### config.mk
export PLATFORM = sky130hd
export DESIGN_NAME = dcw_config_bank
export DESIGN_NICKNAME = d
export VERILOG_FILES = /design/src/core/dcw_pkg.sv /design/src/core/dcw_config_bank.sv
export SDC_FILE = /design/constraint.sdc
export NUM_CORES = 1
export LEC_CHECK = 0
export ABC_AREA = 1
export BUFFER_PORTS_ARGS = -buffer_cell sky130_fd_sc_hd__buf_4
export CORE_MARGIN = 2
export CORE_UTILIZATION = 40
export DETAILED_ROUTE_END_ITERATION = 8
export GPL_TIMING_DRIVEN = 0
export PLACE_DENSITY = 0.66
export SLEW_MARGIN = 20
export SYNTH_ARGS = -nofsm -noshare
export SYNTH_HDL_FRONTEND = slang
export SYNTH_SLANG_ARGS = --single-unit
export TNS_END_PERCENT = 10
### constraint.sdc
create_clock -name mclk -period 1.8 [get_ports mclk]
set_input_delay 0.36 -clock mclk [delete_from_list [all_inputs] [get_ports mclk]]
set_output_delay 0.36 -clock mclk [all_outputs]
set_load 0.005 [all_outputs]
### src/core/dcw_pkg.sv
/*
  Package for the device configuration word bank: register byte offsets,
  field positions, reset values and decode tables.
  Assumes an AXI4-Lite master with 32-bit data on the core side.
*/
package dcw_pkg;
  // register byte offsets
  localparam logic [11:0] OFF_PLL_CFG  = 12'h000;
  localparam logic [11:0] OFF_USB_CFG  = 12'h004;
  localparam logic [11:0] OFF_CTRL     = 12'h008;
  localparam logic [11:0] OFF_UNLOCK   = 12'h00C;
  localparam logic [31:0] UNLOCK_KEY1  = 32'hAA99_6655;
  localparam logic [31:0] UNLOCK_KEY2  = 32'h5566_99AA;
  // pll word fields
  localparam int ODIV_LO = 16;
  localparam int UBYP_BIT = 15;
  localparam int UIDIV_LO = 8;
  localparam int MUL_LO = 4;
  localparam int IDIV_LO = 0;
  localparam logic [31:0] PLL_RSVD_MASK = 32'hFFF8_7888;
  // usb word fields
  localparam int VBUS_OWN_BIT = 31;
  localparam int ID_OWN_BIT   = 30;
  localparam int REMAP_1WAY_BIT  = 29;
  localparam int MODOFF_1WAY_BIT = 28;
  localparam logic [31:0] USB_RSVD_MASK = 32'h0FFF_0000;
  // control register fields
  localparam int REMAP_LOCK_BIT  = 13;
  localparam int MODOFF_LOCK_BIT = 12;
  localparam int JTAG_EN_BIT  = 3;
  localparam int FIXED1_BIT   = 1;
  localparam int TDO_USE_BIT  = 0;
  localparam logic JTAG_EN_RST = 1'b1;
  localparam logic TDO_USE_RST = 1'b1;
  // axi responses
  localparam logic [1:0] RESP_OKAY   = 2'h0;
  localparam logic [1:0] RESP_SLVERR = 2'h2;
  // output divisor as a power of two
  function automatic logic [3:0] odivLog2(input logic [2:0] c);
    case (c)
      3'h7: odivLog2 = 4'h8;
      3'h6: odivLog2 = 4'h6;
      default: odivLog2 = {1'b0, c};
    endcase
  endfunction
  // input divider ratio (main and usb share the table)
  function automatic logic [3:0] idivRatio(input logic [2:0] c);
    case (c)
      3'h7: idivRatio = 4'hC;
      3'h6: idivRatio = 4'hA;
      3'h5: idivRatio = 4'h6;
      3'h4: idivRatio = 4'h5;
      3'h3: idivRatio = 4'h4;
      3'h2: idivRatio = 4'h3;
      3'h1: idivRatio = 4'h2;
      default: idivRatio = 4'h1;
    endcase
  endfunction
  function automatic logic [4:0] mulFactor(input logic [2:0] c);
    case (c)
      3'h7: mulFactor = 5'd24;
      3'h6: mulFactor = 5'd21;
      3'h5: mulFactor = 5'd20;
      3'h4: mulFactor = 5'd19;
      3'h3: mulFactor = 5'd18;
      3'h2: mulFactor = 5'd17;
      3'h1: mulFactor = 5'd16;
      default: mulFactor = 5'd15;
    endcase
  endfunction
endpackage

### src/core/dcw_config_bank.sv
/*
  Configuration word bank: two read-only words sampled at reset and a
  control register with lock bits and test port enables, on AXI4-Lite.
  Assumes config word pins are steady around reset release.
*/
// The register addresses and the AXI4-Lite interface to the registers were chosen for this implementation.
`timescale 1ns/1ps
module dcw_config_bank #(
  parameter logic HAS_USB = 1'b1
) (
  // clock and reset
  input  wire logic        mclk,
  input  wire logic        rstn,
  // configuration word pins
  input  wire logic [31:0] pllWordIn,
  input  wire logic [31:0] usbWordIn,
  // axi4-lite write
  input  wire logic [11:0] awaddr,
  input  wire logic        awvalid,
  output logic             awready,
  input  wire logic [31:0] wdata,
  input  wire logic [3:0]  wstrb,
  input  wire logic        wvalid,
  output logic             wready,
  output logic [1:0]       bresp,
  output logic             bvalid,
  input  wire logic        bready,
  // axi4-lite read
  input  wire logic [11:0] araddr,
  input  wire logic        arvalid,
  output logic             arready,
  output logic [31:0]      rdata,
  output logic [1:0]       rresp,
  output logic             rvalid,
  input  wire logic        rready,
  // clock setup outputs
  output logic [3:0]       pllOutDivLog2,
  output logic [4:0]       pllMulFactor,
  output logic [3:0]       pllInDivRatio,
  output logic             usbPllBypass,
  output logic [3:0]       usbPllInDivRatio,
  // pin ownership and policy outputs
  output logic             busPowerPinUsb,
  output logic             usbIdentPinUsb,
  output logic [15:0]      userIdentifier,
  output logic             pinRemapWriteOk,
  output logic             moduleOffWriteOk,
  output logic             testPortEnable,
  output logic             twoWireTdoUse
);

  typedef enum logic [2:0] {
    DCW_RESET = 3'b001,
    DCW_CAPT  = 3'b010,
    DCW_RUN   = 3'b100
  } dcw_phase_e;

  typedef struct packed {
    dcw_phase_e  phase;
    logic [31:0] pllWord;
    logic [31:0] usbWord;
    logic        remapLock;
    logic        modOffLock;
    logic        remapUsed;
    logic        modOffUsed;
    logic        test_port_enable;
    logic        tdoUse;
    logic [1:0]  unlockStep;
    logic        awHave;
    logic [11:0] awAddr;
    logic        wHave;
    logic [31:0] wData;
    logic [3:0]  wStrb;
    logic        bvalid;
    logic [1:0]  bresp;
    logic        rvalid;
    logic [31:0] rdata;
    logic [1:0]  rresp;
    logic [3:0]  odiv;
    logic [4:0]  mul;
    logic [3:0]  idiv;
    logic        ubyp;
    logic [3:0]  uidiv;
    logic        awRdy;
    logic        wRdy;
    logic        arRdy;
    logic        remapOk;
    logic        modOffOk;
  } dcw_state_s;

  dcw_state_s st;
  dcw_state_s next_st;

  function automatic logic [31:0] ctrlView(input dcw_state_s s);
    logic [31:0] v;
    v = 32'h0000_0000;
    v[dcw_pkg::REMAP_LOCK_BIT]  = s.remapLock;
    v[dcw_pkg::MODOFF_LOCK_BIT] = s.modOffLock;
    v[dcw_pkg::JTAG_EN_BIT]  = s.test_port_enable;
    v[dcw_pkg::FIXED1_BIT]   = 1'b1;
    v[dcw_pkg::TDO_USE_BIT]  = s.tdoUse;
    return v;
  endfunction

  logic doWrite;
  logic unlocked;
  logic lowByte;
  logic highByte;
  logic [31:0] wd;

  always_comb begin
    next_st = st;
    wd = st.wData;
    lowByte = st.wStrb[0];
    highByte = st.wStrb[1];
    unlocked = (st.unlockStep == 2'h2);
    doWrite = st.awHave && st.wHave && !st.bvalid;
    case (st.phase)
      DCW_RESET: begin
        next_st.phase = DCW_CAPT;
      end
      DCW_CAPT: begin
        // config words taken once after release, then frozen
        next_st.pllWord = pllWordIn;
        next_st.usbWord = usbWordIn;
        next_st.phase = DCW_RUN;
      end
      default: begin
        next_st.phase = DCW_RUN;
      end
    endcase
    // decoded clock settings
    next_st.odiv = dcw_pkg::odivLog2(st.pllWord[dcw_pkg::ODIV_LO +: 3]);
    next_st.mul  = dcw_pkg::mulFactor(st.pllWord[dcw_pkg::MUL_LO +: 3]);
    next_st.idiv = dcw_pkg::idivRatio(st.pllWord[dcw_pkg::IDIV_LO +: 3]);
    // non-usb variant: bypassed, divider neutral
    next_st.ubyp  = HAS_USB ? st.pllWord[dcw_pkg::UBYP_BIT] : 1'b1;
    next_st.uidiv = HAS_USB ? dcw_pkg::idivRatio(st.pllWord[dcw_pkg::UIDIV_LO +: 3])
                            : 4'h1;
    // axi write capture
    if (awvalid && !st.awHave) begin
      next_st.awHave = 1'b1;
      next_st.awAddr = awaddr;
    end
    if (wvalid && !st.wHave) begin
      next_st.wHave = 1'b1;
      next_st.wData = wdata;
      next_st.wStrb = wstrb;
    end
    if (doWrite) begin
      next_st.awHave = 1'b0;
      next_st.wHave = 1'b0;
      next_st.bvalid = 1'b1;
      next_st.bresp = dcw_pkg::RESP_OKAY;
      if (st.awAddr == dcw_pkg::OFF_CTRL) begin
        if (lowByte) begin
          next_st.test_port_enable = wd[dcw_pkg::JTAG_EN_BIT];
          next_st.tdoUse = wd[dcw_pkg::TDO_USE_BIT];
        end
        // lock changes need unlock; one-way policy freezes after first change
        if (highByte && unlocked) begin
          if (!(st.usbWord[dcw_pkg::REMAP_1WAY_BIT] && st.remapUsed) &&
              wd[dcw_pkg::REMAP_LOCK_BIT] != st.remapLock) begin
            next_st.remapLock = wd[dcw_pkg::REMAP_LOCK_BIT];
            next_st.remapUsed = 1'b1;
          end
          if (!(st.usbWord[dcw_pkg::MODOFF_1WAY_BIT] && st.modOffUsed) &&
              wd[dcw_pkg::MODOFF_LOCK_BIT] != st.modOffLock) begin
            next_st.modOffLock = wd[dcw_pkg::MODOFF_LOCK_BIT];
            next_st.modOffUsed = 1'b1;
          end
        end
        next_st.unlockStep = 2'h0;
      end else if (st.awAddr == dcw_pkg::OFF_UNLOCK) begin
        if (wd == dcw_pkg::UNLOCK_KEY1) begin
          next_st.unlockStep = 2'h1;
        end else if (wd == dcw_pkg::UNLOCK_KEY2 && st.unlockStep == 2'h1) begin
          next_st.unlockStep = 2'h2;
        end else begin
          next_st.unlockStep = 2'h0;
        end
      end else if (st.awAddr == dcw_pkg::OFF_PLL_CFG ||
                   st.awAddr == dcw_pkg::OFF_USB_CFG) begin
        next_st.bresp = dcw_pkg::RESP_OKAY; // read-only, write dropped
      end else begin
        next_st.bresp = dcw_pkg::RESP_SLVERR;
      end
    end
    if (st.bvalid && bready) begin
      next_st.bvalid = 1'b0;
    end
    // axi read
    if (st.rvalid && rready) begin
      next_st.rvalid = 1'b0;
    end
    if (arvalid && !st.rvalid) begin
      next_st.rvalid = 1'b1;
      next_st.rresp = dcw_pkg::RESP_OKAY;
      if (araddr == dcw_pkg::OFF_PLL_CFG) begin
        next_st.rdata = st.pllWord;
      end else if (araddr == dcw_pkg::OFF_USB_CFG) begin
        next_st.rdata = st.usbWord;
      end else if (araddr == dcw_pkg::OFF_CTRL) begin
        next_st.rdata = ctrlView(st);
      end else if (araddr == dcw_pkg::OFF_UNLOCK) begin
        next_st.rdata = {30'h0000_0000, st.unlockStep};
      end else begin
        next_st.rdata = 32'h0000_0000;
        next_st.rresp = dcw_pkg::RESP_SLVERR;
      end
    end
    // ready and permit outputs kept as flops, no gate between state and pin
    next_st.awRdy    = !next_st.awHave;
    next_st.wRdy     = !next_st.wHave;
    next_st.arRdy    = !next_st.rvalid;
    next_st.remapOk  = !next_st.remapLock;
    next_st.modOffOk = !next_st.modOffLock;
  end

  always_ff @(posedge mclk or negedge rstn) begin
    if (!rstn) begin
      st <= '{phase: DCW_RESET, pllWord: 32'hFFFF_FFFF, usbWord: 32'hFFFF_FFFF,
              test_port_enable: dcw_pkg::JTAG_EN_RST, tdoUse: dcw_pkg::TDO_USE_RST,
              odiv: 4'h0, mul: 5'd15, idiv: 4'h1, ubyp: 1'b1, uidiv: 4'h1,
              awRdy: 1'b1, wRdy: 1'b1, arRdy: 1'b1, remapOk: 1'b1, modOffOk: 1'b1,
              default: '0};
    end else begin
      st <= next_st;
    end
  end

  // bus ports
  assign awready = st.awRdy;
  assign wready  = st.wRdy;
  assign bvalid  = st.bvalid;
  assign bresp   = st.bresp;
  assign arready = st.arRdy;
  assign rvalid  = st.rvalid;
  assign rdata   = st.rdata;
  assign rresp   = st.rresp;
  // settings ports
  assign pllOutDivLog2    = st.odiv;
  assign pllMulFactor     = st.mul;
  assign pllInDivRatio    = st.idiv;
  assign usbPllBypass     = st.ubyp;
  assign usbPllInDivRatio = st.uidiv;
  assign busPowerPinUsb   = st.usbWord[dcw_pkg::VBUS_OWN_BIT];
  assign usbIdentPinUsb   = st.usbWord[dcw_pkg::ID_OWN_BIT];
  assign userIdentifier   = st.usbWord[15:0];
  assign pinRemapWriteOk  = st.remapOk;
  assign moduleOffWriteOk = st.modOffOk;
  assign testPortEnable   = st.test_port_enable;
  assign twoWireTdoUse    = st.tdoUse;

  a_lock_needs_unlock: assert property (@(posedge mclk) disable iff (!rstn)
    (st.unlockStep != 2'h2) |=> $stable(st.remapLock) && $stable(st.modOffLock))
    else $error("lock bit changed without unlock");
  a_remap_one_way: assert property (@(posedge mclk) disable iff (!rstn)
    (st.remapUsed && st.usbWord[dcw_pkg::REMAP_1WAY_BIT] && st.phase == DCW_RUN)
      |=> $stable(st.remapLock))
    else $error("pin select lock changed twice under one-way policy");
  a_modoff_one_way: assert property (@(posedge mclk) disable iff (!rstn)
    (st.modOffUsed && st.usbWord[dcw_pkg::MODOFF_1WAY_BIT] && st.phase == DCW_RUN)
      |=> $stable(st.modOffLock))
    else $error("module disable lock changed twice under one-way policy");
  a_words_frozen: assert property (@(posedge mclk) disable iff (!rstn)
    (st.phase == DCW_RUN) |=> $stable(st.pllWord) && $stable(st.usbWord))
    else $error("config word changed at run time");
  a_ctrl_fixed_bits: assert property (@(posedge mclk) disable iff (!rstn)
    (rvalid && $rose(rvalid) && $past(araddr) == dcw_pkg::OFF_CTRL)
      |-> (rdata & 32'hFFFF_CFF6) == 32'h0000_0002)
    else $error("control reserved bits read wrong");
  a_odiv_decode: assert property (@(posedge mclk) disable iff (!rstn)
    (st.phase == DCW_RUN && st.pllWord[18:16] == 3'h7) |=> pllOutDivLog2 == 4'h8)
    else $error("output divisor 256 decode wrong");
  a_mul_decode: assert property (@(posedge mclk) disable iff (!rstn)
    (st.phase == DCW_RUN && st.pllWord[6:4] == 3'h0) |=> pllMulFactor == 5'd15)
    else $error("multiplier 15 decode wrong");
  a_usb_bypass: assert property (@(posedge mclk) disable iff (!rstn)
    (st.phase == DCW_RUN) |=> usbPllBypass == (HAS_USB ? $past(st.pllWord[15]) : 1'b1))
    else $error("usb pll bypass wrong");

  // decode end points of the tables, the divisor 64 code and the non-usb outputs
  a_idiv_top: assert property (@(posedge mclk) disable iff (!rstn)
    (st.phase == DCW_RUN && st.pllWord[2:0] == 3'h7) |=> pllInDivRatio == 4'hC)
    else $error("input divider 12 decode wrong");
  a_idiv_unity: assert property (@(posedge mclk) disable iff (!rstn)
    (st.phase == DCW_RUN && st.pllWord[2:0] == 3'h0) |=> pllInDivRatio == 4'h1)
    else $error("input divider 1 decode wrong");
  a_mul_top: assert property (@(posedge mclk) disable iff (!rstn)
    (st.phase == DCW_RUN && st.pllWord[6:4] == 3'h7) |=> pllMulFactor == 5'h18)
    else $error("multiplier 24 decode wrong");
  a_odiv_unity: assert property (@(posedge mclk) disable iff (!rstn)
    (st.phase == DCW_RUN && st.pllWord[18:16] == 3'h0) |=> pllOutDivLog2 == 4'h0)
    else $error("output divisor 1 decode wrong");
  a_odiv_mid: assert property (@(posedge mclk) disable iff (!rstn)
    (st.phase == DCW_RUN && st.pllWord[18:16] == 3'h6) |=> pllOutDivLog2 == 4'h6)
    else $error("output divisor 64 decode wrong");
  a_udiv_top: assert property (@(posedge mclk) disable iff (!rstn)
    (st.phase == DCW_RUN && HAS_USB && st.pllWord[10:8] == 3'h7) |=> usbPllInDivRatio == 4'hC)
    else $error("usb input divider 12 decode wrong");
  a_udiv_no_usb: assert property (@(posedge mclk) disable iff (!rstn)
    (st.phase == DCW_RUN && !HAS_USB) |=> usbPllInDivRatio == 4'h1)
    else $error("usb divider active without usb");
  a_bypass_no_usb: assert property (@(posedge mclk) disable iff (!rstn)
    (st.phase == DCW_RUN && !HAS_USB) |=> usbPllBypass)
    else $error("usb pll not bypassed without usb");
  // permits and reset values
  a_remap_permit: assert property (@(posedge mclk) disable iff (!rstn)
    pinRemapWriteOk != st.remapLock)
    else $error("pin remap permit disagrees with lock");
  a_modoff_permit: assert property (@(posedge mclk) disable iff (!rstn)
    moduleOffWriteOk != st.modOffLock)
    else $error("module off permit disagrees with lock");
  a_lock_reset: assert property (@(posedge mclk) disable iff (!rstn)
    (st.phase == DCW_RESET) |-> !st.remapLock && !st.modOffLock)
    else $error("lock bits not clear after reset");
  a_port_reset: assert property (@(posedge mclk) disable iff (!rstn)
    (st.phase == DCW_RESET) |-> testPortEnable && twoWireTdoUse)
    else $error("test port bits not set after reset");
  // control writes lane by lane, dropped word writes and unmapped reads
  a_jtag_write: assert property (@(posedge mclk) disable iff (!rstn)
    (doWrite && st.awAddr == dcw_pkg::OFF_CTRL && lowByte)
      |=> testPortEnable == $past(wd[dcw_pkg::JTAG_EN_BIT]))
    else $error("test port enable write lost");
  a_tdo_write: assert property (@(posedge mclk) disable iff (!rstn)
    (doWrite && st.awAddr == dcw_pkg::OFF_CTRL && lowByte)
      |=> twoWireTdoUse == $past(wd[dcw_pkg::TDO_USE_BIT]))
    else $error("tdo use write lost");
  a_low_lane_off: assert property (@(posedge mclk) disable iff (!rstn)
    (doWrite && st.awAddr == dcw_pkg::OFF_CTRL && !lowByte)
      |=> $stable(st.test_port_enable) && $stable(st.tdoUse))
    else $error("port bits changed with lane 0 off");
  a_high_lane_off: assert property (@(posedge mclk) disable iff (!rstn)
    (doWrite && st.awAddr == dcw_pkg::OFF_CTRL && !highByte)
      |=> $stable(st.remapLock) && $stable(st.modOffLock))
    else $error("lock bits changed with lane 1 off");
  a_unlock_clear: assert property (@(posedge mclk) disable iff (!rstn)
    (doWrite && st.awAddr == dcw_pkg::OFF_CTRL) |=> st.unlockStep == 2'h0)
    else $error("unlock survived a control write");
  a_word_write_drop: assert property (@(posedge mclk) disable iff (!rstn)
    (doWrite && (st.awAddr == dcw_pkg::OFF_PLL_CFG || st.awAddr == dcw_pkg::OFF_USB_CFG))
      |=> $stable(st.pllWord) && $stable(st.usbWord) && bresp == dcw_pkg::RESP_OKAY)
    else $error("config word write not dropped");
  a_read_unmapped: assert property (@(posedge mclk) disable iff (!rstn)
    ($rose(rvalid) && $past(araddr) > dcw_pkg::OFF_UNLOCK)
      |-> rresp == dcw_pkg::RESP_SLVERR && rdata == 32'h0000_0000)
    else $error("unmapped read not refused");
  // bus answers
  a_ready_flops: assert property (@(posedge mclk) disable iff (!rstn)
    awready == !st.awHave && wready == !st.wHave && arready == !st.rvalid)
    else $error("ready outputs disagree with holding flags");
  a_write_answer: assert property (@(posedge mclk) disable iff (!rstn)
    doWrite |=> bvalid)
    else $error("write not answered");
  a_read_answer: assert property (@(posedge mclk) disable iff (!rstn)
    (arvalid && arready) |=> rvalid)
    else $error("read not answered");

endmodule

### Word-level counts from Yosys, hierarchy flattened

Index checks and enable logic that the tools add are counted.

* register bits after elaboration: 186
* input bits: 131
* output and inout bits: 81
* logic and storage cells: 135

* equality and inequality tests: 37
* multiplexer cells: 35
* reduce and logical (&&, ||, !) cells: 33

Operators with widths (count)
* two-way mux 32 bit: 2
* case mux 4 bit (7 select lines): 2
* equality test 12 x 4 -> 1 bit, second input constant: 4
* equality test 3 bit, second input constant: 14
* two-way mux 37 bit: 1
* two-way mux 35 bit: 1
* case mux 5 bit (7 select lines): 1
* equality test 32 x 31 -> 1 bit, second input constant: 1
* equality test 32 bit, second input constant: 1
* two-way mux 2 bit: 13
* equality test 12 x 3 -> 1 bit, second input constant: 2
* zero test 12 bit: 2
* equality test 3 x 2 -> 1 bit, second input constant: 7
* two-way mux 14 bit: 1
* logical AND 1 bit: 13
* two-way mux 13 bit: 1
* equality test 3 x 1 -> 1 bit, second input constant: 4
* zero test 1 bit: 11
* two-way mux 9 bit: 1
* case mux 4 bit (2 select lines): 1
* AND reduction 4 bit: 2
* two-way mux 1 bit: 7
* two-way mux 3 bit: 2
* two-way mux 6 bit: 1
* 8 further kinds: 10

### Longest topological paths before layout

Gate-level depths: netlist of run 1.

* depth after elaboration: 8
* mapped depth: 9
* depth with buffers taken out: 9

### Least setup slack after synthesis of run 1

No wires, ideal clock.

* path kind: register to register
* start: reg st[183] (netlist name)
* end: reg st, in the netlist next_st[9]
* library setup time: 85 ps
* arrival: 1326 ps
* data required time: 1715 ps
* setup slack: 390 ps
* cell stages (with the launch flop): 6
* path buffers: 2
* clock period less this slack: 1410 ps
* cell sequence: dfstp_2 inv_1 nand3b_1 buf_2 buf_4 mux2_1

* word-level cells in the longest chain between the ends: 1

Ends and longest elaborated chain
* start: declaration: RTL line dcw_config_bank.sv:91 `dcw_state_s st;`
* start signal: assignment: RTL line dcw_config_bank.sv:222 `st <= '{phase: DCW_RESET, pllWord: 32'hFFFF_FFFF, usbWord: 32'hFFFF_FFFF,`
* start signal: assignment: RTL line dcw_config_bank.sv:228 `st <= next_st;`
* equality test 3 x 2 -> 1 bit: RTL line dcw_config_bank.sv:118 `case (st.phase)`

Every way passes these cells.
A chain may end at the register's enable or synchronous reset.

### Final worst setup path of run 1

* start: reg st[183] (netlist name)
* end: reg st[155] (netlist name)

The elaborated chain is that of the path after synthesis.

==> results of run 1 <==
[registers in the layout, indices dropped and copies added (netlist names), 4 cells and up]
| name | cells |
|---|---|
| st | 68 |
| wd | 32 |
| pllOutDivLog2 | 4 |
| userIdentifier | 16 |
| rdata | 32 |
| pllMulFactor | 5 |
| pllInDivRatio | 4 |
| usbPllInDivRatio | 4 |
[worst paths after layout]
| path | start | end | slack, ns | depth (start not counted) |
|---|---|---|---|---|
| setup reg to reg | st[183]$_DFF_PN1_ | st[155]$_DFFE_PN1N_ | 0.13 | 6 |
| hold reg to reg | next_st[9]$_DFFE_PN1N_ | usbPllBypass$_DFF_PN1_ | 0.38 | 0 |
| max in group asynchronous | rstn | st[179]$_DFFE_PN1N_ | 0.64 | 3 |
| min in group asynchronous | rstn | pllMulFactor[4]$_DFF_PN0_ | 0.43 | 2 |
| setup / recovery | st[183]$_DFF_PN1_ | st[155]$_DFFE_PN1N_ | 0.13 | 6 |
| hold / removal | bready | bvalid$_DFFE_PN0P_ | 0.11 | 2 |
[power groups by stage]
stage / combinational (mW) / sequential (mW) / clock (mW)
floorplan: 1.51 / 5.48 / 0
global placement: 2.41 / 5.59 / 0
detailed placement: 2.49 / 5.63 / 0
CTS: 2.49 / 5.56 / 3.81
global route: 2.76 / 5.68 / 4.01
finish: 2.45 / 5.56 / 3.73
[timing repair]
action	4_1_cts	5_1_grt
hold buffers	1	0
hold endpoints to repair	30	0
gates resized for setup	1	1
setup endpoints to repair	1	18
[cells in the final DEF, fill, tap and decap left out, types with 3 or more instances in the layout]
cell type and count:
o21ai_1 3, dfrtp_1 103, dfstp_2 79, clkbuf_1 5, ha_1 4, inv_2 3, clkinv_2 3, nor3_1 6
a31oi_1 27, nor2_1 91, o211ai_1 3, conb_1 3, o21ai_0 13, buf_4 278, nand3_1 46, nand2_2 4
buf_2 15, nand2_1 75, inv_8 4, clkbuf_16 17, nand4_1 16, a21oi_1 34, inv_6 4, inv_1 55
mux2_1 27, mux2_2 53
[cell families (layout without fill, tap and decap cells)]
group,count (synthesis),in the layout,synth area share
muxes,80,80,0.111
buffers and inverters,155,397,0.110
AOI/OAI and AO/OA,84,84,0.0583
DFF,182,182,0.575
and+or+nand+nor,247,247,0.136
other,1,3,0.000463
adders and majority gates,4,4,0.00618
xor gates and xnor gates,3,3,0.00325
[final cells by class]
class / count / share of cell area
sequential: 182 / 0.437
multi-input combinational: 421 / 0.240
timing repair buffer: 210 / 0.153
buffer: 96 / 0.0628
clock buffer: 17 / 0.0399
tap: 270 / 0.0317
inverter: 59 / 0.0209
clock inverter: 15 / 0.0151
[metal layers]
layer	wire length (um)	part of all wire
met5	0	0
met4	265	0.014
met3	1520	0.078
met2	9410	0.48
met1	8400	0.43
==> metrics, run 1 <==
status complete, no violations; DP Area approximately 10000 um^2; internal power between 8 and 9 mW; slowest cell on the critical path dfstp_2; Inserted Clock Buffers 17; ys async rst share 1.00; peak per-stage delay on the critical path around 0.52 ns; critical path startpoint category register; GP Congestion 0.774; top post-synthesis cells by area dfrtp_1, dfstp_2, mux2_2; clk_lat worst skew roughly 0.43 ns; VDD IR max around 0.00067 V; Final Worst Setup Slack between 0.1 and 0.15 ns; Worst-path clk slew 0.07 ns; I/O Buffers 207; post-synthesis cell type count 36; total die area approximately 21000 um^2; Mapped Cells between 700 and 800; met3 Usage GRT 0.0563; Max FO, Critical Path 10; Total GRT Usage 0.190; Worst Clk Skew 0.0106 ns; Final Max Tran Viols 0; first-pass GRT wire length 31.9 mm; Synth area leader dfrtp_1; HPWL Detailed 14.7 mm; CP Cell Sequence inv_1, nand3b_1, clkbuf_4, buf_4, buf_2, a21oi_1; WL final 19.6 mm; DRT iter0 DRCs around 260; CTS max path bufs 2; non-filler cells, final about 1300; CP delay by family, top buffers and inverters; setup TNS 0 ns; FF+latch count, synth 182; number of global-route vias before repair ~6100; crit end category register; largest net degree at the start of global routing 79; Crit path arrival time 2.02 ns; crit path buf inv count 4; Worst Tran Pin Value 0.550 ns; FF+latch area between 4000 and 5000 um^2; Nets roughly 1100; sequential fraction of the synthesis area 0.575; Yosys top cell area share 0.318; part of the power in combinational logic 0.209; antenna diode count 0; cell area after synthesis around 8100 um^2; CTS tree done; Min Clock Period, post-route ~1.7 ns; average wire per standard cell about 15 um; Final Hold Fails 0; cell with the most instances after synthesis dfrtp_1; Routed Antenna Nets 0; Area growth syn-to-layout 31.7%; Post-Syn Area per Cell approximately 11 um^2; Starting Density 0.404; Net Sw Frac 0.284; Clock power frac 0.318; switching pwr ~3.3 mW; Final Util 0.532; Pre-Repair DR Iteration Count 5; initial antenna violation count 0; Fin Hold WS between 0.1 and 0.15 ns; Hold Path Class in -> reg; fill cell count 1828; footprint of the multi-input gates around 2600 um^2; Final setup violation count 0; max cap viols 0; overflow left after global routing 0; H-tree levels 4; post-CTS setup buffer count 0; CTS sink count between 150 and 200; Max Fclk 0.598 GHz; top_reg_cell synth dfrtp_1; Pwr per Cell Area between 1000 and 1500 nW/um^2; Remaining DRCs 0; Commonest cells post-synth dfrtp_1, nor2_1, dfstp_2, nand2_1, buf_4; IO Pins between 200 and 250; Ys Warns 0; met1 global-route usage 0.242; Place WS -0.0156 ns; LEAKAGE 5.08 nW; GR Layer Usage met2 0.318; WS Path Type reg -> reg; layout cells sized above 1 0.477; Req. time, crit path 2.15 ns; busiest grt layer met2; core area 20000 um^2; sequential power share 0.473; DIE WIDTH roughly 150 um; Placed Instances 1237; overall die height ~150 um; RSZ-0062 raised after global routing false; post-route clock period utilization 0.929; Worst slew margin 0.633; Root Buffer clkbuf_16; Vias between 5000 and 6000; Design Area, Final around 11000 um^2; Rows 52; vias per std cell about 4.7; Final Total Pwr ~12 mW; EDFF count, synth 0
Power figures use the tool's default switching activity.
==> inputs of run 2 (changes only) <==
--- a/config.mk
+++ b/config.mk
@@ -7,11 +7,14 @@
 export LEC_CHECK = 0
 export ABC_AREA = 1
 export BUFFER_PORTS_ARGS = -buffer_cell sky130_fd_sc_hd__buf_4
+export CELL_PAD_IN_SITES_DETAIL_PLACEMENT = 0
+export CELL_PAD_IN_SITES_GLOBAL_PLACEMENT = 1
+export CORE_ASPECT_RATIO = 1.1
 export CORE_MARGIN = 2
 export CORE_UTILIZATION = 40
 export DETAILED_ROUTE_END_ITERATION = 8
 export GPL_TIMING_DRIVEN = 0
-export PLACE_DENSITY = 0.66
+export PLACE_DENSITY = 0.82
 export SLEW_MARGIN = 20
 export SYNTH_ARGS = -nofsm -noshare
 export SYNTH_HDL_FRONTEND = slang
==> metrics, run 2 (same netlist as run 1, synthesis figures left out) <==
overall die height 153 um (was 146 um); Routed Antenna Nets 0 (unchanged); VDD IR max 0.000694 V (was 0.000674 V); overflow left after global routing 0 (unchanged); Inserted Clock Buffers 17 (unchanged); total die area 21400 um^2 (about the same); Pwr per Cell Area 1110 nW/um^2 (was 1100 nW/um^2); Worst slew margin 0.556 (was 0.633); most frequent cells in the layout buf_4, dfrtp_1, nor2_1 (unchanged); first-pass GRT wire length 30.8 mm (was 31.9 mm); Pre-Repair DR Iteration Count 4 (was 5); Final setup violation count 0 (unchanged); initial antenna violation count 0 (unchanged); Design Area, Final 10600 um^2 (was 10700 um^2); status complete, no violations (unchanged); slowest cell on the critical path dfstp_2 (unchanged); core area 19900 um^2 (was 20000 um^2); Total GRT Usage 0.184 (was 0.190); RSZ-0062 raised after global routing false (unchanged); largest net degree at the start of global routing 98 (was 79); Worst Tran Pin Value 0.665 ns (was 0.550 ns); DP Area 10000 um^2 (was 10100 um^2); clk_lat worst skew 0.43 ns (about the same); LEAKAGE 5.08 nW (about the same); CTS sink count 182 (unchanged); WS Path Type reg -> reg (unchanged); Max Fclk 0.599 GHz (was 0.598 GHz); Starting Density 0.407 (was 0.404); peak per-stage delay on the critical path 0.52 ns (about the same); Root Buffer clkbuf_16 (unchanged); Final Util 0.535 (was 0.532); IO Pins 212 (unchanged); HPWL Detailed 14.4 mm (was 14.7 mm); CTS max path bufs 2 (unchanged); CP delay by family, top buffers and inverters (unchanged); Final Hold Fails 0 (unchanged); critical path startpoint category register (unchanged); Min Clock Period, post-route 1.67 ns (about the same); max FFs per register 68 (unchanged); number of global-route vias before repair 6012 (was 6078); Hold Path Class in -> reg (unchanged); antenna diode count 0 (unchanged); post-CTS setup buffer count 0 (unchanged); commonest non-fill, non-tap cell in the layout buf_4 (unchanged); Worst-path clk slew 0.07 ns (about the same); DIE WIDTH 140 um (was 146 um); H-tree levels 4 (unchanged); Final Max Tran Viols 0 (unchanged); DRT iter0 DRCs 271 (was 263); vias per std cell 4.70 (was 4.66); most flop-heavy register st (unchanged); CP Cell Sequence inv_1, nand3b_1, clkbuf_4, buf_4, buf_2, a21oi_1 (unchanged); Remaining DRCs 0 (unchanged); Rows 54 (was 52); non-filler cells, final 1251 (was 1270); layout cells sized above 1 0.476 (was 0.477); Nets 1121 (was 1122); crit end category register (unchanged); I/O Buffers 207 (unchanged); crit path buf inv count 4 (unchanged); GP Congestion 0.783 (was 0.774); max cap viols 0 (unchanged); average wire per standard cell 15.3 um (was 15.4 um); Worst Clk Skew 0.00822 ns (was 0.0106 ns); Vias 5882 (was 5917); Area growth syn-to-layout 31.4% (was 31.7%); WL final 19.2 mm (was 19.6 mm); Crit path arrival time 2.02 ns (about the same); Placed Instances 1218 (was 1237); Max FO, Critical Path 10 (unchanged); Req. time, crit path 2.15 ns (about the same); CTS tree done (unchanged); post-route clock period utilization 0.928 (was 0.929)
run 2: changes by cell type in the layout (fill, tap and decap cells not counted), sizes merged:
cell	change
bufinv	+1
buf	-1
clkinv	+1
clkinvlp	-1
inv	-1
run 2: worst reg2reg max path, cell delays in order, from the launching register on:
cell and delay, ns:
dfstp_2 0.52, inv_1 0.04, nand3b_1 0.13, clkbuf_4 0.27, buf_4 0.24, buf_2 0.28
a21oi_1 0.11
run 2: final cells by class:
type	count	area, um^2
inverter	59	223
multi-input combinational	421	2560
fill	1840	9230
buffer	96	669
timing repair buffer	209	1600
clock inverter	15	189
clock buffer	17	425
sequential	182	4650
tap	252	315
run 2: repair_timing:
item                                   in CTS  in global routing
hold buffers                                1                  0
setup endpoints to repair                   4                 10
gates resized for setup                     1                  1
endpoints found under the hold margin      63                  0
run 2: power breakdown:
part	internal, mW	switching [mW]
Clock	2.12	1.73
Combinational	1.37	1.08
Sequential	5.06	0.490
run 2: per-layer routing:
metal	track usage	routed length [um]
met5	0	0
met4	0.0443	239
met3	0.0633	1380
met2	0.306	9350
met1	0.232	8200
run 2: path summary, 6_finish.rpt:
| kind | startpoint | to | slack (ns) | cells past startpoint |
|---|---|---|---|---|
| max | st[183]$_DFF_PN1_ | st[160]$_DFFE_PN1N_ | 0.13 | 6 |
| min | bready | bvalid$_DFFE_PN0P_ | 0.12 | 2 |
| max reg2reg | st[183]$_DFF_PN1_ | st[160]$_DFFE_PN1N_ | 0.13 | 6 |
| min reg2reg | next_st[9]$_DFFE_PN1N_ | usbPllBypass$_DFF_PN1_ | 0.38 | 0 |
| max in group asynchronous | rstn | userIdentifier[9]$_DFFE_PN1N_ | 0.36 | 3 |
| min in group asynchronous | rstn | pllInDivRatio[1]$_DFF_PN0_ | 0.52 | 2 |
run 2: through the flow:
stage               power, mW  setup TNS (ns)  setup WS [ns]  hold slack (ns)
global route             12.5               0         0.0348            0.104
detailed placement       8.11         -0.0203        -0.0170            0.375
finish                   11.8               0          0.130            0.119
global placement         8.00          -89.89         -0.736            0.365
floorplan                6.99               0          0.390           0.0644
CTS                      12.0               0        0.00771            0.104
==> inputs of run 3 (changes only) <==
--- a/config.mk
+++ b/config.mk
@@ -10,12 +10,10 @@
 export CELL_PAD_IN_SITES_DETAIL_PLACEMENT = 0
 export CELL_PAD_IN_SITES_GLOBAL_PLACEMENT = 1
 export CORE_ASPECT_RATIO = 1.1
-export CORE_MARGIN = 2
 export CORE_UTILIZATION = 40
 export DETAILED_ROUTE_END_ITERATION = 8
 export GPL_TIMING_DRIVEN = 0
 export PLACE_DENSITY = 0.82
-export SLEW_MARGIN = 20
 export SYNTH_ARGS = -nofsm -noshare
 export SYNTH_HDL_FRONTEND = slang
 export SYNTH_SLANG_ARGS = --single-unit
==> metrics, run 3 (same netlist as run 1, synthesis figures left out) <==
average wire per standard cell 15.0 um (was 15.3 um); sequential power share 0.472 (was 0.468); post-CTS setup buffer count 0 (unchanged); Clock power frac 0.320 (was 0.325); HPWL Detailed 14.2 mm (was 14.4 mm); IO Pins 212 (unchanged); hold path start bready (unchanged); crit end category register (unchanged); reg2reg setup slack 0.14 ns (was 0.13 ns); max cap viols 0 (unchanged); Hold Path Class in -> reg (unchanged); slowest cell on the critical path dfstp_2 (unchanged); Net Sw Frac 0.282 (was 0.279); Final Worst Setup Slack 0.141 ns (was 0.130 ns); Vias 5909 (was 5882); clk_lat worst skew 0.43 ns (about the same); Worst slew margin 0.618 (was 0.556); first-pass GRT wire length 29.9 mm (was 30.8 mm); DRT iter0 DRCs 175 (was 271); Worst Tran Pin Value 0.574 ns (was 0.665 ns); CP Cell Sequence inv_1, nand3b_1, clkbuf_4, buf_4, buf_2, a21oi_1 (unchanged); Crit path arrival time 2.01 ns (was 2.02 ns); Worst-path clk slew 0.07 ns (about the same); Remaining DRCs 0 (unchanged); Final Hold Fails 0 (unchanged); CTS sink count 182 (unchanged); antenna diode count 0 (unchanged); Inserted Clock Buffers 17 (unchanged); Max FO, Critical Path 10 (unchanged); Rows 54 (unchanged); Nets 1121 (unchanged); DIE WIDTH 138 um (was 140 um); WS Path Type reg -> reg (unchanged); status complete, no violations (unchanged); switching pwr 3.31 mW (about the same); VDD IR max 0.000699 V (was 0.000694 V); Final Total Pwr 11.7 mW (was 11.8 mW); Pre-Repair DR Iteration Count 4 (unchanged); CP delay by family, top buffers and inverters (unchanged); part of the power in combinational logic 0.208 (was 0.207); RSZ-0062 raised after global routing false (unchanged); Area growth syn-to-layout 31.2% (was 31.4%); setup TNS 0 ns (unchanged); crit path buf inv count 4 (unchanged); Worst Clk Skew 0.00807 ns (was 0.00822 ns); Pwr per Cell Area 1110 nW/um^2 (about the same); Min Clock Period, post-route 1.66 ns (was 1.67 ns); most frequent cells in the layout buf_4, dfrtp_1, nor2_1 (unchanged); critical path startpoint category register (unchanged); H-tree levels 4 (unchanged); most flop-heavy register st (unchanged); WL final 18.7 mm (was 19.2 mm); number of global-route vias before repair 5966 (was 6012); internal power 8.43 mW (was 8.54 mW); GP Congestion 0.780 (was 0.783); overall die height 151 um (was 153 um); Final Max Tran Viols 0 (unchanged); LEAKAGE 5.06 nW (was 5.08 nW); CTS tree done (unchanged); Max Fclk 0.603 GHz (was 0.599 GHz); initial antenna violation count 0 (unchanged); overflow left after global routing 0 (unchanged); Place WS 0.0334 ns (was -0.0170 ns); CTS max path bufs 2 (unchanged); largest net degree at the start of global routing 117 (was 98); reg2reg start st[183]$_DFF_PN1_ (unchanged); peak per-stage delay on the critical path 0.51 ns (was 0.52 ns); Starting Density 0.407 (unchanged); I/O Buffers 207 (unchanged); worst r2r path cells 6 (unchanged); Req. time, crit path 2.15 ns (about the same); Total GRT Usage 0.192 (was 0.184); Root Buffer clkbuf_16 (unchanged); Final setup violation count 0 (unchanged); Hold Path Cell Cnt 2 (unchanged); RR Endpoint st[155]$_DFFE_PN1N_ (was st[160]$_DFFE_PN1N_); layout cells sized above 1 0.476 (unchanged); Routed Antenna Nets 0 (unchanged); commonest non-fill, non-tap cell in the layout buf_4 (unchanged); fill cell count 1809 (was 1840); core area 19900 um^2 (unchanged); total die area 20800 um^2 (was 21400 um^2); post-route clock period utilization 0.921 (was 0.928); vias per std cell 4.72 (was 4.70); Min-Delay Endpoint bvalid$_DFFE_PN0P_ (unchanged); max FFs per register 68 (unchanged)
## run 3: how the worst max path moves through the flow
| stage | from | to | slack (ns) | depth (start not counted) |
|---|---|---|---|---|
| after floorplan | st[183]$_DFF_PN1_ | next_st[9]$_DFFE_PN1N_ | 0.39 | 5 |
| after global placement | rstn | wd[5]$_DFFE_PN0P_ | -0.74 | 1 |
| after detailed placement | st[183]$_DFF_PN1_ | st[159]$_DFFE_PN1N_ | 0.03 | 6 |
| after CTS | st[183]$_DFF_PN1_ | st[159]$_DFFE_PN1N_ | 0.009 | 6 |
| after global routing | st[183]$_DFF_PN1_ | st[157]$_DFFE_PN1N_ | 0.06 | 6 |
| final | st[183]$_DFF_PN1_ | st[155]$_DFFE_PN1N_ | 0.14 | 6 |
## run 3: stage by stage
stage | hold slack [ns] | std cells | util | instance area, um^2
3_5_place_dp | 0.338 | 1218 | 0.504 | 10000
5_1_grt | 0.0989 | 1251 | 0.534 | 10600
4_1_cts | 0.0913 | 1251 | 0.534 | 10600
6_report | 0.106 | 1251 | 0.534 | 10600
3_3_place_gp | 0.374 | 1217 | 0.502 | 9970
2_1_floorplan | 0.0644 | 758 | - | 8100
## run 3: final cells by class
| cell class | count | area, um^2 | area share |
|---|---|---|---|
| tap | 252 | 315 | 0.0297 |
| multi-input combinational | 421 | 2560 | 0.241 |
| sequential | 182 | 4650 | 0.438 |
| buffer | 96 | 669 | 0.0631 |
| inverter | 59 | 223 | 0.0210 |
| clock inverter | 14 | 159 | 0.0150 |
| timing repair buffer | 209 | 1600 | 0.151 |
| clock buffer | 18 | 439 | 0.0414 |
## run 3: power by group through the flow
stage	clock [mW]	combinational [mW]	sequential, mW
6_report	3.76	2.44	5.55
5_1_grt	4.02	2.77	5.66
4_1_cts	3.86	2.49	5.55
2_1_floorplan	0	1.51	5.48
3_3_place_gp	0	2.42	5.58
3_5_place_dp	0	2.48	5.62
## run 3: repair_timing
action,in CTS,in global routing
hold endpoints to repair,49,0
gates resized for setup,0,3
hold buffers,1,0
setup endpoints to repair,0,11
## run 3: layer usage
metal | vias to the layer above | track usage | wire [um]
met5 | - | 0 | 0
met4 | 0 | 0.0753 | 347
met1 | 2812 | 0.234 | 7880
met2 | 166 | 0.317 | 9170
li1 | 2902 | - | -
met3 | 29 | 0.0569 | 1350
